File: src/pkg/dtcc_pkg.sv
// shared constants, enums and carrier structs for the dual-thread core control
package dtcc_pkg;

  ////////////////////////////////////////////////////////////////////////////////
  // structure
  localparam int NCORE = 2;
  localparam int NTHR = 2;
  localparam int PC_W = 64;

  ////////////////////////////////////////////////////////////////////////////////
  // instruction word fields
  localparam int FLD_OP_HI = 31;
  localparam int FLD_OP_LO = 30;
  localparam int FLD_OP3_HI = 24;
  localparam int FLD_OP3_LO = 19;
  localparam int FLD_OPF_HI = 13;
  localparam int FLD_OPF_LO = 5;
  localparam int FLD_SIZE_HI = 6;
  localparam int FLD_SIZE_LO = 5;
  localparam logic [1:0] FMT_ARITH = 2'h2;
  localparam logic [5:0] OP3_POPULATION_COUNT_OP = 6'h2e;
  localparam logic [5:0] OP3_IMPDEP1 = 6'h36;
  localparam logic [5:0] OP3_IMPDEP2 = 6'h37;
  localparam logic [8:0] OPF_SUSPEND = 9'h082;
  localparam logic [8:0] OPF_SLEEP = 9'h083;
  localparam logic [1:0] FMA_SZ_SINGLE = 2'h1;
  localparam logic [1:0] FMA_SZ_DOUBLE = 2'h2;

  ////////////////////////////////////////////////////////////////////////////////
  // debug instruction-trap match register location
  localparam logic [7:0] ASI_ITM = 8'h60;
  localparam logic [63:0] ITM_VA = 64'h0;
  localparam logic [31:0] ITM_RST = 32'h0;
  // arbitrary neutral serial value
  localparam logic [63:0] SERIAL_RST = 64'h0000_0000_0000_0001;

  ////////////////////////////////////////////////////////////////////////////////
  // timing
  localparam int CLK_MHZ = 125;
  localparam int QUANTUM_NS = 800;
  localparam int SLEEP_NS = 4000;
  localparam int QUANTUM_CYC = (QUANTUM_NS * CLK_MHZ) / 1000;
  localparam int SLEEP_CYC = (SLEEP_NS * CLK_MHZ) / 1000;
  localparam int CNT_W = 10;
  localparam logic [CNT_W-1:0] QUANTUM_LD = CNT_W'(QUANTUM_CYC - 1);
  localparam logic [CNT_W-1:0] SLEEP_LD = CNT_W'(SLEEP_CYC - 1);

  ////////////////////////////////////////////////////////////////////////////////
  // enums
  typedef enum logic [1:0] {
    TS_ACTIVE = 2'h0,
    TS_SLEEP = 2'h1,
    TS_SUSP = 2'h3
  } dtcc_tstate_e;

  typedef enum logic [2:0] {
    TK_NONE = 3'h0,
    TK_ILLEGAL = 3'h1,
    TK_FP_UNIMPL = 3'h2,
    TK_ASYNC_ERR = 3'h3,
    TK_INTERRUPT = 3'h4
  } dtcc_trap_e;

  typedef enum logic [2:0] {
    OP_OTHER = 3'h0,
    OP_FMA = 3'h1,
    OP_POPULATION_COUNT_OP = 3'h2,
    OP_SUSPEND = 3'h3,
    OP_SLEEP = 3'h4
  } dtcc_op_e;

  ////////////////////////////////////////////////////////////////////////////////
  // carriers
  typedef struct packed {
    logic boundary;
    logic [31:0] inst;
    logic unimpl;
    logic unimpl_fp;
    logic [PC_W-1:0] pc;
    logic [PC_W-1:0] npc;
    logic l2_miss;
  } dtcc_core_in_s;

  typedef struct packed {
    logic run_tid;
    logic sw_pulse;
    logic flush;
    logic resume_valid;
    logic [PC_W-1:0] resume_pc;
    logic [PC_W-1:0] resume_npc;
    dtcc_trap_e trap;
    dtcc_op_e op;
    dtcc_tstate_e [NTHR-1:0] tstate;
  } dtcc_core_out_s;

  typedef struct packed {
    logic cur;
    logic [CNT_W-1:0] qcnt;
    logic [NTHR-1:0][CNT_W-1:0] scnt;
    dtcc_tstate_e [NTHR-1:0] ts;
    logic [NTHR-1:0] err;
    logic rd_pend;
    dtcc_core_out_s out;
  } dtcc_core_st_s;

  typedef struct packed {
    dtcc_core_st_s [NCORE-1:0] core;
    logic [31:0] itm;
    logic [63:0] l2diag;
    logic [63:0] serial;
  } dtcc_state_s;

endpackage

File: src/verilog/dtcc_ctrl.sv
// thread-context control for two cores with two interleaved threads each
`timescale 1ns/100ps
// Function
// - two cores, two full contexts each
// - one thread runs per core, alternating
// - interrupt for waiting thread forces switch
// - switch on l2 miss and timer expiry
// - suspend and sleep instructions halt thread
// - both threads share translation buffers
// - cores share only l2 and system interface
// - async errors reach every related thread
// - l2 diag and serial registers single instance
// - unimplemented ops trap illegal or fp unimpl
// - debug match register raises illegal trap
// - listed traps are never raised
// - errors and interrupts arise on any opcode
// - decode fma, population_count_op, suspend, sleep
module dtcc_ctrl
  import dtcc_pkg::*;
(
  input wire logic clk_sys,
  input wire logic rst_b,
  input wire dtcc_core_in_s [NCORE-1:0] core_in,
  input wire logic [NCORE*NTHR-1:0] irq,
  input wire logic async_err,
  input wire logic [NCORE*NTHR-1:0] async_err_mask,
  input wire logic asi_wr,
  input wire logic [7:0] asi_wr_asi,
  input wire logic [63:0] asi_wr_va,
  input wire logic [31:0] asi_wr_data,
  input wire logic debug_en,
  input wire logic l2diag_load,
  input wire logic [63:0] l2diag_data,
  output dtcc_core_out_s [NCORE-1:0] core_out,
  output logic [63:0] l2_tag_diag_read,
  output logic [63:0] module_serial_number
);

  dtcc_state_s state_q;
  dtcc_state_s state_d;
  logic [NCORE-1:0] mem_we;
  logic [NCORE-1:0] mem_waddr;
  logic [NCORE-1:0][2*PC_W-1:0] mem_wdata;
  logic [NCORE-1:0] mem_re;
  logic [NCORE-1:0] mem_raddr;
  logic [NCORE-1:0][2*PC_W-1:0] mem_rdata;

  ////////////////////////////////////////////////////////////////////////////////
  // saved pc/npc store, private to each core
  genvar gc;
  generate
    for (gc = 0; gc < NCORE; gc++)
    begin : g_core
      dtcc_ctx_mem u_ctx (
        .clk_sys(clk_sys),
        .we(mem_we[gc]),
        .waddr(mem_waddr[gc]),
        .wdata(mem_wdata[gc]),
        .re(mem_re[gc]),
        .raddr(mem_raddr[gc]),
        .rdata(mem_rdata[gc])
      );
    end
  endgenerate

  ////////////////////////////////////////////////////////////////////////////////
  // decode of implementation-specific operations
  function automatic dtcc_op_e dec_op(input logic [31:0] w);
    logic [1:0] fmt;
    logic [5:0] op3;
    logic [8:0] opf;
    logic [1:0] sz;
    fmt = w[FLD_OP_HI:FLD_OP_LO];
    op3 = w[FLD_OP3_HI:FLD_OP3_LO];
    opf = w[FLD_OPF_HI:FLD_OPF_LO];
    sz = w[FLD_SIZE_HI:FLD_SIZE_LO];
    dec_op = OP_OTHER;
    if (fmt == FMT_ARITH)
    begin
      case (op3)
        OP3_POPULATION_COUNT_OP: dec_op = OP_POPULATION_COUNT_OP;
        OP3_IMPDEP1:
        begin
          // reserved fields are trusted to be zero; no check is made
          if (opf == OPF_SUSPEND)
            dec_op = OP_SUSPEND;
          else if (opf == OPF_SLEEP)
            dec_op = OP_SLEEP;
        end
        OP3_IMPDEP2:
        begin
          if (sz == FMA_SZ_SINGLE || sz == FMA_SZ_DOUBLE)
            dec_op = OP_FMA;
        end
        default: dec_op = OP_OTHER;
      endcase
    end
  endfunction

  ////////////////////////////////////////////////////////////////////////////////
  // next-state logic for both cores and the module-wide registers
  always_comb
  begin
    logic cur;
    logic oth;
    logic want_sw;
    logic [31:0] w;
    dtcc_op_e op;
    dtcc_trap_e trap;
    cur = 1'b0;
    oth = 1'b0;
    want_sw = 1'b0;
    w = 32'h0;
    op = OP_OTHER;
    trap = TK_NONE;
    state_d = state_q;
    mem_we = '0;
    mem_waddr = '0;
    mem_wdata = '0;
    mem_re = '0;
    mem_raddr = '0;

    // single module-wide copies seen by every thread
    if (asi_wr && asi_wr_asi == ASI_ITM && asi_wr_va == ITM_VA)
      state_d.itm = asi_wr_data;
    if (l2diag_load)
      state_d.l2diag = l2diag_data;

    for (int c = 0; c < NCORE; c++)
    begin
      cur = state_q.core[c].cur;
      oth = ~cur;
      w = core_in[c].inst;
      // pulses last one cycle
      state_d.core[c].out.sw_pulse = 1'b0;
      state_d.core[c].out.flush = 1'b0;
      state_d.core[c].out.resume_valid = 1'b0;
      state_d.core[c].out.trap = TK_NONE;
      state_d.core[c].out.op = OP_OTHER;

      // quantum timer, an invisible throughput trigger
      if (state_q.core[c].qcnt != '0)
        state_d.core[c].qcnt = state_q.core[c].qcnt - CNT_W'(1);

      // wake halted threads; sleep also ends on its own timeout
      for (int t = 0; t < NTHR; t++)
      begin
        case (state_q.core[c].ts[t])
          TS_SLEEP:
          begin
            if (state_q.core[c].scnt[t] != '0)
              state_d.core[c].scnt[t] = state_q.core[c].scnt[t] - CNT_W'(1);
            if (irq[2*c+t] || state_q.core[c].scnt[t] == '0)
              state_d.core[c].ts[t] = TS_ACTIVE;
          end
          TS_SUSP:
          begin
            if (irq[2*c+t])
              state_d.core[c].ts[t] = TS_ACTIVE;
          end
          default: state_d.core[c].ts[t] = state_q.core[c].ts[t];
        endcase
        // error capture; a new error beats a clear in the same cycle
        if (async_err && async_err_mask[2*c+t])
          state_d.core[c].err[t] = 1'b1;
      end

      if (core_in[c].boundary)
      begin
        op = dec_op(w);
        trap = TK_NONE;
        // error and interrupt checks ignore the opcode entirely
        if (state_q.core[c].err[cur])
          trap = TK_ASYNC_ERR;
        else if (irq[2*c+cur])
          trap = TK_INTERRUPT;
        else if (debug_en && w == state_q.itm)
          trap = TK_ILLEGAL;
        else if (core_in[c].unimpl)
          trap = core_in[c].unimpl_fp ? TK_FP_UNIMPL : TK_ILLEGAL;
        else if (w[FLD_OP_HI:FLD_OP_LO] == FMT_ARITH &&
                 w[FLD_OP3_HI:FLD_OP3_LO] == OP3_IMPDEP2 && op != OP_FMA)
          trap = TK_FP_UNIMPL;
        // the trap set holds no mmu-miss, protection, ldd/std, quad-align,
        // internal-error or invalid-register kinds
        state_d.core[c].out.trap = trap;
        state_d.core[c].out.op = op;
        if (trap == TK_ASYNC_ERR && !(async_err && async_err_mask[2*c+cur]))
          state_d.core[c].err[cur] = 1'b0;

        if (trap == TK_NONE && op == OP_SUSPEND)
          state_d.core[c].ts[cur] = TS_SUSP;
        if (trap == TK_NONE && op == OP_SLEEP)
        begin
          state_d.core[c].ts[cur] = TS_SLEEP;
          state_d.core[c].scnt[cur] = SLEEP_LD;
        end

        want_sw = irq[2*c+oth] ||
                  (state_q.core[c].ts[oth] == TS_ACTIVE &&
                   (core_in[c].l2_miss || state_q.core[c].qcnt == '0 ||
                    op == OP_SUSPEND || op == OP_SLEEP));
        want_sw = want_sw && trap == TK_NONE;
      end
      else
      begin
        // halted thread has nothing in flight, so no boundary is needed
        want_sw = state_q.core[c].ts[cur] != TS_ACTIVE &&
                  (state_q.core[c].ts[oth] == TS_ACTIVE || irq[2*c+oth]);
      end

      // switch: park outgoing pc pair only at a boundary, fetch incoming pair
      if (want_sw)
      begin
        state_d.core[c].cur = oth;
        state_d.core[c].out.sw_pulse = 1'b1;
        state_d.core[c].out.flush = 1'b1;
        state_d.core[c].qcnt = QUANTUM_LD;
        state_d.core[c].rd_pend = 1'b1;
        state_d.core[c].ts[oth] = TS_ACTIVE;
        mem_we[c] = core_in[c].boundary;
        mem_waddr[c] = cur;
        mem_wdata[c] = {core_in[c].pc, core_in[c].npc};
        mem_re[c] = 1'b1;
        mem_raddr[c] = oth;
      end
      else
      begin
        state_d.core[c].rd_pend = 1'b0;
      end

      // incoming thread resumes from its saved pair
      if (state_q.core[c].rd_pend)
      begin
        state_d.core[c].out.resume_valid = 1'b1;
        state_d.core[c].out.resume_pc = mem_rdata[c][2*PC_W-1:PC_W];
        state_d.core[c].out.resume_npc = mem_rdata[c][PC_W-1:0];
      end
      state_d.core[c].out.run_tid = state_d.core[c].cur;
      state_d.core[c].out.tstate = state_d.core[c].ts;
    end
  end

  ////////////////////////////////////////////////////////////////////////////////
  // state register
  always_ff @(posedge clk_sys or negedge rst_b)
  begin
    if (!rst_b)
    begin
      state_q <= '0;
      for (int c = 0; c < NCORE; c++)
      begin
        state_q.core[c].qcnt <= QUANTUM_LD;
      end
      state_q.itm <= ITM_RST;
      state_q.serial <= SERIAL_RST;
    end
    else
    begin
      state_q <= state_d;
    end
  end

  ////////////////////////////////////////////////////////////////////////////////
  // outputs straight from the state register
  // translation buffers live outside; one per core is shared by both threads
  for (gc = 0; gc < NCORE; gc++)
  begin : g_out
    assign core_out[gc] = state_q.core[gc].out;
  end
  assign l2_tag_diag_read = state_q.l2diag;
  assign module_serial_number = state_q.serial;

endmodule

File: src/verilog/dtcc_ctx_mem.sv
// two-entry saved program counter store for one core, registered read
`timescale 1ns/100ps
module dtcc_ctx_mem
  import dtcc_pkg::*;
(
  input wire logic clk_sys,
  input wire logic we,
  input wire logic waddr,
  input wire logic [2*PC_W-1:0] wdata,
  input wire logic re,
  input wire logic raddr,
  output logic [2*PC_W-1:0] rdata
);

  logic [2*PC_W-1:0] mem [NTHR];

  // storage holds no reset value; the first switch after reset reads an entry never written
  always_ff @(posedge clk_sys)
  begin
    if (we)
    begin
      mem[waddr] <= wdata;
    end
    if (re)
    begin
      rdata <= mem[raddr];
    end
  end

endmodule
File: config.mk
export PLATFORM = sky130hd
export DESIGN_NAME = dtcc_ctrl
export DESIGN_NICKNAME = d
export VERILOG_FILES = /design/src/pkg/dtcc_pkg.sv /design/src/verilog/dtcc_ctrl.sv /design/src/verilog/dtcc_ctx_mem.sv
export SDC_FILE = /design/constraint.sdc
export NUM_CORES = 1
export LEC_CHECK = 0
export BUFFER_PORTS_ARGS = -buffer_cell sky130_fd_sc_hd__buf_2
export CELL_PAD_IN_SITES_DETAIL_PLACEMENT = 0
export CELL_PAD_IN_SITES_GLOBAL_PLACEMENT = 1
export CORE_MARGIN = 2
export CORE_UTILIZATION = 40
export CTS_BUF_LIST = sky130_fd_sc_hd__clkbuf_4
export DETAILED_ROUTE_END_ITERATION = 16
export HOLD_SLACK_MARGIN = 0.1
export PLACE_DENSITY = 0.85
export SLEW_MARGIN = 20
export SYNTH_ARGS = -nofsm -noshare
export SYNTH_HDL_FRONTEND = slang
export SYNTH_SLANG_ARGS = --single-unit
File: constraint.sdc
create_clock -name clk_sys -period 9.8 [get_ports clk_sys]
set_input_delay 0 -clock clk_sys [delete_from_list [all_inputs] [get_ports clk_sys]]
set_output_delay 0 -clock clk_sys [all_outputs]
set_load 0.02 [all_outputs]
# Word level (Yosys, flattened, before mapping)
# Memories as Yosys holds them, arrays and structs flattened. A register that Yosys moved wholly into a read port is not among the register bits.
# Cells that the tools add are included.
classes:
  muxes: 128
  n_eq_ne: 35
  bitwise_logic: 24
  n_lt_le_gt_ge: 12
  addsub: 8
  n_reduce_logical: 69
ops:
  columns: ["cell", "n"]
  rows:
  - ["129-bit 2-to-1 mux", 2]
  - ["128-bit 2-to-1 mux", 2]
  - ["10-bit 2-to-1 mux", 14]
  - ["32-bit equality test", 2]
  - ["64-bit zero test", 1]
  - ["2-bit 2-to-1 mux", 32]
  - ["10-bit zero test", 6]
  - ["10-bit nonzero test", 6]
  - ["10-bit by 1-bit subtractor with 10-bit output (second input constant)", 6]
  - ["26-bit 2-to-1 mux", 2]
  - ["24-bit 2-to-1 mux", 2]
  - ["3-bit 2-to-1 mux", 14]
  - ["6-bit equality test (second input constant)", 6]
  - ["9-bit by 8-bit equality test with 1-bit output (second input constant)", 4]
  - ["1-bit 2-to-1 mux", 35]
  - ["1-bit logical AND", 30]
  - ["14-bit bitwise OR", 2]
  - ["4-bit 2-to-1 mux", 6]
  - ["10-bit demux with 1-bit select", 2]
  - ["3-bit one-hot mux with 3 select lines", 2]
  - ["2-bit equality test (second input constant)", 8]
  - ["1-bit logical OR", 16]
  - ["2-bit one-hot mux with 2 select lines", 4]
  - ["6-bit AND", 2]
  - ["26 further kinds", 70]
word_totals:
  output_inout_bits: 412
  mem_count: 2
  register_bits: 446
  ram_bits: 512
  elab_cells: 310
memory_table:
  columns: ["memory", "depth", "width", "read_ports", "rd_ports_with_merged_regs", "write_ports", "line", "rtl"]
  rows:
  - ["g_core[0].u_ctx.mem", 2, 128, 1, 1, 1, "dtcc_ctx_mem.sv:15", "logic [2*PC_W-1:0] mem [NTHR];"]
  - ["g_core[1].u_ctx.mem", 2, 128, 1, 1, 1, "dtcc_ctx_mem.sv:15", null]

# Depth between registers and ports, before layout
# Gate-level depths: netlist of run 1.
logic_depth:
  word_depth: 23
  mapped_depth: 10
  depth_no_buf: 8

# Cells and area by module
# Synthesis of run 1 repeated with hierarchy kept, for this count alone.
hier_totals:
  cells_unflattened: 3139
  hier_area_um2: 50039.2
modules_own_cells:
  columns: ["mod", "area_each_um2", "instances", "cells_per_inst", "seq_area_each_um2"]
  rows:
  - ["dtcc_ctx_mem", 13162.6, 2, 528, 11531.1]
  - ["dtcc_ctrl", 23714.0, 1, 2083, 11070.6]

# Worst setup path before layout of run 1
# OpenSTA, ideal clock, no wires.
synth_path:
  path_kind: "flip-flop to flip-flop"
  start: "register state_q[332] in the netlist's numbering"
  end: "memory g_core[0].u_ctx.mem[0][0] in the netlist's numbering (enable)"
  n_path_buf: 0
  arrival_ns: 10.118
  path_stages_with_launch: 6
  setup_slack_ns: -1.092
  setup_time_ns: 0.773
  required_time_ns: 9.027
  path_cell_list: "dfrtp_1 or4_4 nand4bb_4 o211ai_2 nand3_1 nor3_1"
synth_between:
  elab_chain_len: 11
synth_rtl:
  columns: ["item", "line", "rtl"]
  rows:
  - ["from (decl)", "dtcc_ctrl.sv:39", "dtcc_state_s state_q;"]
  - ["from (signal assigned)", "dtcc_ctrl.sv:260", "state_q <= state_d;"]
  - ["10-bit zero test (*)", "dtcc_ctrl.sv:201", "(core_in[c].l2_miss || state_q.core[c].qcnt == '0 ||"]
  - ["1-bit logical OR (*) (2 in a row)", "dtcc_ctrl.sv:201", null]
  - ["1-bit logical OR (*)", "dtcc_ctrl.sv:202", "op == OP_SUSPEND || op == OP_SLEEP));"]
  - ["1-bit logical AND (*)", "dtcc_ctrl.sv:200", "(state_q.core[c].ts[oth] == TS_ACTIVE &&"]
  - ["1-bit logical OR (*)", "dtcc_ctrl.sv:199", "want_sw = irq[2*c+oth] ||"]
  - ["1-bit logical AND (*)", "dtcc_ctrl.sv:203", "want_sw = want_sw && trap == TK_NONE;"]
  - ["1-bit 2-to-1 mux (*)", "dtcc_ctrl.sv:168", "if (core_in[c].boundary)"]
  - ["1-bit 2-to-1 mux", "dtcc_ctrl.sv:213", "if (want_sw)"]
  - ["1-bit 2-to-1 mux", "dtcc_ctx_mem.sv:20", "if (we)"]
  - ["1-bit 2-to-1 mux (implied by the code)", "dtcc_ctx_mem.sv:22", "mem[waddr] <= wdata;"]
  - ["to (decl)", "dtcc_ctx_mem.sv:15", null]
# Every way passes the cells marked *; elsewhere a longest branch is shown, timed or not.

# Worst setup path in the final report of run 1
layout_path:
  start: "register state_q[159] in the netlist's numbering"
  end: "memory g_core[0].u_ctx.mem[1][51] in the netlist's numbering (data pin)"
layout_between:
  elab_chain_len: 10
layout_rtl:
  columns: ["item", "line", "rtl"]
  rows:
  - ["32-bit equality test", "dtcc_ctrl.sv:177", "else if (debug_en && w == state_q.itm)"]
  - ["1-bit logical AND", "dtcc_ctrl.sv:177", null]
  - ["2-bit 2-to-1 mux", "dtcc_ctrl.sv:177", null]
  - ["3-bit 2-to-1 mux", "dtcc_ctrl.sv:175", "else if (irq[2*c+cur])"]
  - ["3-bit 2-to-1 mux", "dtcc_ctrl.sv:173", "if (state_q.core[c].err[cur])"]
  - ["3-bit 2-to-1 mux", "dtcc_ctrl.sv:168", null]
  - ["3-bit zero test", "dtcc_ctrl.sv:203", null]
  - ["1-bit logical AND", "dtcc_ctrl.sv:203", null]
  - ["1-bit 2-to-1 mux", "dtcc_ctrl.sv:168", null]
  - ["128-bit 2-to-1 mux", "dtcc_ctrl.sv:213", null]
  - ["net g_core[0].u_ctx.wdata[51]", "dtcc_ctx_mem.sv:9", "input wire logic [2*PC_W-1:0] wdata,"]
# The timed path passes the listed nets, and every way through them passes these cells. The select of a mux whose other input is x is not followed.

==> results of run 1 <==
[synth_stat cells, types with 9 or more instances]
cell / instances / area (sq um)
nand3b_1: 10 / 75.1
buf_4: 412 / 3090
nand2b_1: 10 / 62.6
mux2_1: 102 / 1150
nand2_1: 62 / 233
mux2_2: 401 / 4520
nand3_1: 21 / 105
nand4b_1: 9 / 78.8
edfxtp_1: 768 / 23100
inv_1: 24 / 90.1
ha_1: 10 / 125
xnor2_1: 42 / 368
nor2_1: 47 / 176
and2_1: 142 / 888
buf_6: 26 / 293
a21oi_1: 12 / 60.1
nor3_1: 28 / 140
nor2b_1: 141 / 882
dfrtp_1: 434 / 10900
nor4_1: 31 / 194
a21boi_0: 9 / 67.6
nand4_1: 18 / 113
clkbuf_1: 66 / 248
xor2_1: 59 / 517
o21ai_0: 15 / 75.1
mux2_4: 109 / 1640
[final cells by class]
class                           count  area [sq um]
Timing Repair Buffer             2033         16100
Tap cell                         1650          2060
Antenna cell                       30          75.1
Fill cell                        9283         55800
Inverter                           25          98.8
Clock inverter                     55           255
Clock buffer                      528          3960
Multi-Input combinational cell   1431         12600
Sequential cell                  1210         34100
[sequential cells by signal (all words and copies together) (netlist names)]
signal and count:
g_core.u_ctx.mem 512, l2_tag_diag_read 64, state_q 96, core_out 282, g_core.u_ctx.rdata 256
[worst register-to-register path, cell delays in order, from the launching register on]
cell and delay, ps:
dfrtp_1 510, xor2_1 200, nor4_1 440, nand3_1 190, dlygate4sd3_1 600, nor4_2 500
dlygate4sd3_1 630, dlygate4sd3_1 670, nor2_4 60, dlygate4sd3_1 770, buf_12 310, buf_4 850
and2_1 460, dlygate4sd3_1 600
[timing repair]
| action | 4_1_cts | 5_1_grt |
|---|---|---|
| gates resized for setup | 0 | 0 |
| hold buffers | 1154 | 0 |
| hold endpoints to repair | 1556 | 0 |
[power by group through the flow]
| stage | sequential, W | clock (W) | combinational (W) |
|---|---|---|---|
| 2_1_floorplan | 0.00658 | 0 | 0.00256 |
| 3_3_place_gp | 0.00668 | 0 | 0.00285 |
| 3_5_place_dp | 0.00671 | 0 | 0.00290 |
| 4_1_cts | 0.00662 | 0.00464 | 0.00327 |
| 5_1_grt | 0.00673 | 0.00506 | 0.00352 |
| 6_report | 0.00666 | 0.00466 | 0.00337 |
[path summary, 6_finish.rpt]
path                                                 from                         end  slack [ps]
worst max-delay path                         state_q[159]  g_core[0].u_ctx.mem[1][51]        2750
worst min-delay path                         core_in[247]  g_core[1].u_ctx.mem[1][82]         220
worst max register to register               state_q[159]  g_core[0].u_ctx.mem[1][51]        2750
worst min register to register  g_core[1].u_ctx.rdata[61]               core_out[213]         400
max in group asynchronous                           rst_b                core_out[15]        7300
min in group asynchronous                           rst_b        l2_tag_diag_read[15]         420
[logic make-up after synthesis]
group                      Yosys count
DFF                               1210
buffers and inverters              541
adders and majority gates           10
xor gates and xnor gates           101
AOI/OAI and AO/OA                   72
other                                2
muxes                              619
and+or+nand+nor                    565
[metal layers]
metal  global-route usage (%)  vias up  wire [um]
li1                         -    14837          -
met1                     22.6    16659      50600
met2                     38.9     1536      76100
met3                     6.29      542      10300
met4                     17.0        4      11100
met5                        0        -         27
[stage by stage]
stage | setup WS, ps | instance area [sq um] | total power [W]
3_5_place_dp | 5390 | 53400 | 0.00961
3_3_place_gp | 5440 | 53400 | 0.00953
5_1_grt | 2600 | 69300 | 0.0153
4_1_cts | 2970 | 69200 | 0.0145
2_1_floorplan | -1090 | 50500 | 0.00914
6_report | 2750 | 69300 | 0.0147
==> run_results.csv, run 1 <==
group,metric,value,unit
status,outcome,"complete, no violations",
sta,drv_slew,0,
power,power_density,212,nW/um^2
placement,routabilityCongestion,0.846,
logic_synthesis,yosys.area_share.simple,6.75,%
setup_path,crit_top_cell,"dlygate4sd3_1",
power,vdd_drop_max,0.000137,V
sta,finalSetupViolations,0,
setup_path,worstSetupPathDepth,13,
power,p_seq_share,45.3,%
cells_and_area,layout_commonest_cell,"dlygate4sd3_1",
logic_synthesis,synth-seq-area-share,68.0,%
cells_and_area,layout_common_cells,"dlygate4sd3_1 (1153), buf_2 (856), edfxtp_1 (768)",
sta,rsz0062_at_grt,"false",
setup_path,max_stage_delay,770,ps
cells_and_area,utilization,55.4,%
routing,vias,33578,
setup_path,cp_data_arrival_time,8060,ps
floorplan,die_w,358,um
setup_path,end_kind,"register",
logic_synthesis,synth-compound-area-share,1.05,%
logic_synthesis,synthMuxAreaShare,14.7,%
floorplan,rows,130,
sta,hold_slack,224,ps
cells_and_area,final_layout_size_suffix_gt1_share,37.4,%
floorplan,initial_utilization,40.1,%
routing,vias_per_cell,4.82,
clock_network,cts_buffer_depth,4,
logic_synthesis,syn_inst,3120,
placement,place_hpwl,79200,um
global_route,grt_usage,22.3,%
clock_network,clk_pin_slew,70,ps
routing,drt_pass1_iterations,5,
sta,period_share,71.9,%
logic_synthesis,avgSynthCellArea,16.1,sq um
power,p_int,0.0101,W
logic_synthesis,synth_top_family_by_area,"multiplexers",
floorplan,die_h,358,um
routing,wl,148000,um
setup_path,cp_slowest_cell,"dlygate4sd3_1",
routing,route.detailed.drc,0,
placement,dpl.cell_count,5194,
sta,relSlewSlack,24.0,%
logic_synthesis,synth.distinct_cells,73,
clock_network,cts_sinks,1210,
logic_synthesis,synthXorXnorAreaFrac,1.76,%
logic_synthesis,yosysWarnings,0,
sta,min_period,7050,ps
global_route,grt_pass1_wl,215000,um
floorplan,io_pins,922,
sta,skew,122,ps
clock_network,clkLatencyLatePin,1320,ps
flow_run,cap_viol_max_count,0,
hold_path,min_path_cells,4,
clock_network,numCtsBuffers,333,
clock_network,cts_tree,"yes",
floorplan,dieArea,128000,sq um
setup_path,critical_path_class,"register to register",
power,p_comb_share,22.9,%
sta,fmax,0.142,GHz
setup_path,crit_family,"buffers and inverters",
power,swShare,31.5,%
logic_synthesis,synth_edf_count,768,
clock_network,postCtsSetupRepairBufs,0,
sta,hold_viol,0,
cells_and_area,synthToLayoutAreaGrowth,38.0,%
cells_and_area,fin_cells,6962,
logic_synthesis,synthArstFlopShare,36.5,%
setup_path,cp_data_required_time,10810,ps
routing,drtIter0Drc,2232,
logic_synthesis,synthFlopType,"edfxtp_1",
cells_and_area,nNetsFinal,5554,
setup_path,reg2reg_depth,13,
global_route,grt-ovfl-total,0,
sta,worst_slew_pin_slew,1140,ps
sta,setup_tns,0,ps
clock_network,htreeDepth,5,
setup_path,critPathLaunchType,"register",
floorplan,core,125000,sq um
power,p_leak,29.7,nW
routing,antenna_left,0,
setup_path,path_cells,"xor2_1 -> nor4_1 -> nand3_1 -> dlygate4sd3_1 -> nor4_2 -> dlygate4sd3_1 -> dlygate4sd3_1 -> nor2_4 -> dlygate4sd3_1 -> buf_12 -> buf_4 -> and2_1 -> dlygate4sd3_1",
routing,avgRoutedWirePerCell,21.3,um
global_route,antenna_found_initial,21,
power,p_switching,0.00463,W
logic_synthesis,synth-seq-cells,1210,
setup_path,cp_max_fo,159,
power,power_frac_clock,31.7,%
global_route,grt_max_degree,160,
placement,portBuffers,857,
setup_path,path_buf_inv,7,
hold_path,hp-class,"primary input to register",
logic_synthesis,synth_fa_ha_area_share,0.249,%
global_route,grt_pass1_vias,36724,
logic_synthesis,syn_area,50200,sq um
clock_network,clockRootBuffer,"clkbuf_4",
No activity file was read; power rests on OpenSTA's default activity.
==> run 2, diff against run 1 <==
Settings changed: PLACE_DENSITY 0.85 to 0.82.
Clock period 9.8 ns to 6.5 ns, I/O delays scaled along.
==> run_results.csv, run 2 (same netlist as run 1, synthesis figures left out) <==
group,metric,value,unit
status,outcome,"complete, no violations",
sta,drv_slew,0,
floorplan,die_w,358,um
power,vdd_drop_max,0.000233,V
floorplan,dieArea,128000,sq um
setup_path,end_kind,"register",
routing,vias,33050,
setup_path,cp_data_required_time,7590,ps
cells_and_area,largest_reg_flops,512,
routing,wl,143000,um
sta,hold_viol,0,
setup_path,r2r_slack,860,ps
floorplan,rows,130,
sta,finalSetupViolations,0,
hold_path,hp-class,"primary input to register",
power,p_int,0.0152,W
placement,portBuffers,857,
routing,avgRoutedWirePerCell,20.5,um
sta,period_share,88.4,%
power,p_leak,29.6,nW
clock_network,numCtsBuffers,330,
setup_path,cp_data_arrival_time,6840,ps
setup_path,cp_max_fo,22,
routing,drt_pass1_iterations,5,
global_route,grt_pass1_vias,36306,
cells_and_area,final_layout_size_suffix_gt1_share,37.2,%
clock_network,cts_buffer_depth,4,
sta,relSlewSlack,27.0,%
cells_and_area,layout_commonest_cell,"dlygate4sd3_1",
sta,min_period,5750,ps
routing,route.detailed.drc,0,
clock_network,cts_tree,"yes",
sta,skew,110,ps
setup_path,max_stage_delay,1060,ps
cells_and_area,fin_cells,6955,
global_route,grt-ovfl-total,0,
placement,place_hpwl,78700,um
global_route,grt_pass1_wl,208000,um
global_route,grt_max_degree,168,
power,power_frac_clock,31.5,%
floorplan,die_h,358,um
placement,dpl.cell_count,5198,
clock_network,clockRootBuffer,"clkbuf_4",
setup_path,critical_path_class,"primary input to register",
clock_network,htreeDepth,5,
sta,fmax,0.174,GHz
global_route,grt_usage,21.4,%
clock_network,clk_pin_slew,80,ps
cells_and_area,top_register,"g_core.u_ctx.mem",
global_route,antenna_found_initial,26,
power,p_seq_share,45.9,%
sta,setup_tns,0,ps
routing,antenna_left,0,
placement,routabilityCongestion,0.871,
placement,dp_slack,2290,ps
setup_path,cp_slowest_cell,"dlygate4sd3_1",
floorplan,core,125000,sq um
power,swShare,30.8,%
cells_and_area,nNetsFinal,5548,
clock_network,cts_resized,0,
setup_path,crit_family,"buffers and inverters",
setup_path,crit_top_cell,"dlygate4sd3_1",
cells_and_area,fillers,9394,
floorplan,io_pins,922,
power,p_comb_share,22.6,%
power,power_density,316,nW/um^2
clock_network,clkLatencyLatePin,1250,ps
sta,hold_slack,274,ps
sta,worst_slew_pin_slew,1090,ps
setup_path,path_cells,"dlygate4sd3_1 -> buf_2 -> dlygate4sd3_1 -> nor4b_1 -> dlygate4sd3_1 -> nand4b_1 -> dlygate4sd3_1 -> o211ai_2 -> a31oi_2 -> dlygate4sd3_1 -> nor2_4 -> dlygate4sd3_1 -> buf_4 -> and2_1 -> dlygate4sd3_1",
sta,rsz0062_at_grt,"false",
sta,setup_slack,754,ps
power,p_switching,0.00676,W
flow_run,cap_viol_max_count,0,
cells_and_area,synthToLayoutAreaGrowth,38.0,%
cells_and_area,final_cell_area,69300,sq um
setup_path,critPathLaunchType,"primary input",
floorplan,initial_utilization,40.1,%
routing,vias_per_cell,4.75,
placement,placed_cell_area,53500,sq um
routing,drtIter0Drc,1769,
clock_network,cts_sinks,1210,
cells_and_area,layout_common_cells,"dlygate4sd3_1 (1147), buf_2 (856), edfxtp_1 (768)",
setup_path,path_buf_inv,9,
==> run 2: cell types whose count changed in the layout (fill, tap and decap cells not counted), sizes merged <==
cell,change
dlygate4sd3,-6
buf,+3
diode,+2
inv,+3
bufinv,+1
clkinv,-3
clkbuf,-7
==> run 2: power groups by stage <==
stage / Sequential, W / Clock, W / Combinational [W]
2_1_floorplan: 0.00991 / 0 / 0.00386
3_3_place_gp: 0.0101 / 0 / 0.00422
3_5_place_dp: 0.0101 / 0 / 0.00430
4_1_cts: 0.00999 / 0.00697 / 0.00487
5_1_grt: 0.0102 / 0.00752 / 0.00520
6_report: 0.0101 / 0.00690 / 0.00496
==> run 2: what timing repair did <==
action / CTS / global route
endpoints found under the hold margin: 1921 / 0
endpoints found under the setup margin: 0 / 0
hold buffers: 1148 / 0
buffers inserted: 0 / 0
==> run 2: layout make-up <==
class	instances	area (sq um)	share of cell area [%]
diodes	32	80.1	0.116
clock buffers	521	3910	5.65
clock inverters	56	269	0.388
inverters	25	98.8	0.143
multi-input cells	1431	12600	18.2
flip-flops and latches	1210	34100	49.3
well taps	1650	2060	2.98
repair buffers	2030	16100	23.3
==> run 2: final timing paths <==
check	start	cells after the start	endpoint
worst min-delay path	core_in[231]	4	g_core[1].u_ctx.mem[0][66]
min in group asynchronous	rst_b	5	core_out[237]
worst max-delay path	core_in[141]	15	g_core[0].u_ctx.mem[1][8]
max in group asynchronous	rst_b	7	l2_tag_diag_read[37]
worst min register to register	g_core[1].u_ctx.rdata[111]	1	core_out[263]
worst max register to register	core_out[141]	11	g_core[0].u_ctx.mem[1][8]
==> run 2: per-stage QoR <==
stage | util (%) | power, W
floorplan | - | 0.0138
global placement | 42.8 | 0.0143
detailed placement | 42.8 | 0.0144
CTS | 55.3 | 0.0218
global route | 55.4 | 0.0229
finish | 55.4 | 0.0219
==> run 2: per-layer routing <==
| metal | vias to the layer above | wire length, um | share of wire (%) | global-route usage (%) |
|---|---|---|---|---|
| li1 | 14831 | - | - | - |
| met5 | - | 26 | 0.018 | 0 |
| met4 | 4 | 8640 | 6.1 | 14.6 |
| met2 | 1474 | 74900 | 53 | 38.3 |
| met1 | 16339 | 49800 | 35 | 21.9 |
| met3 | 402 | 9130 | 6.4 | 5.66 |
==> run 2: worst min-delay path, delay by kind of cell <==
kind | cells | cell delay, ps
simple gates | 1 | 170
buf+inv | 3 | 1170
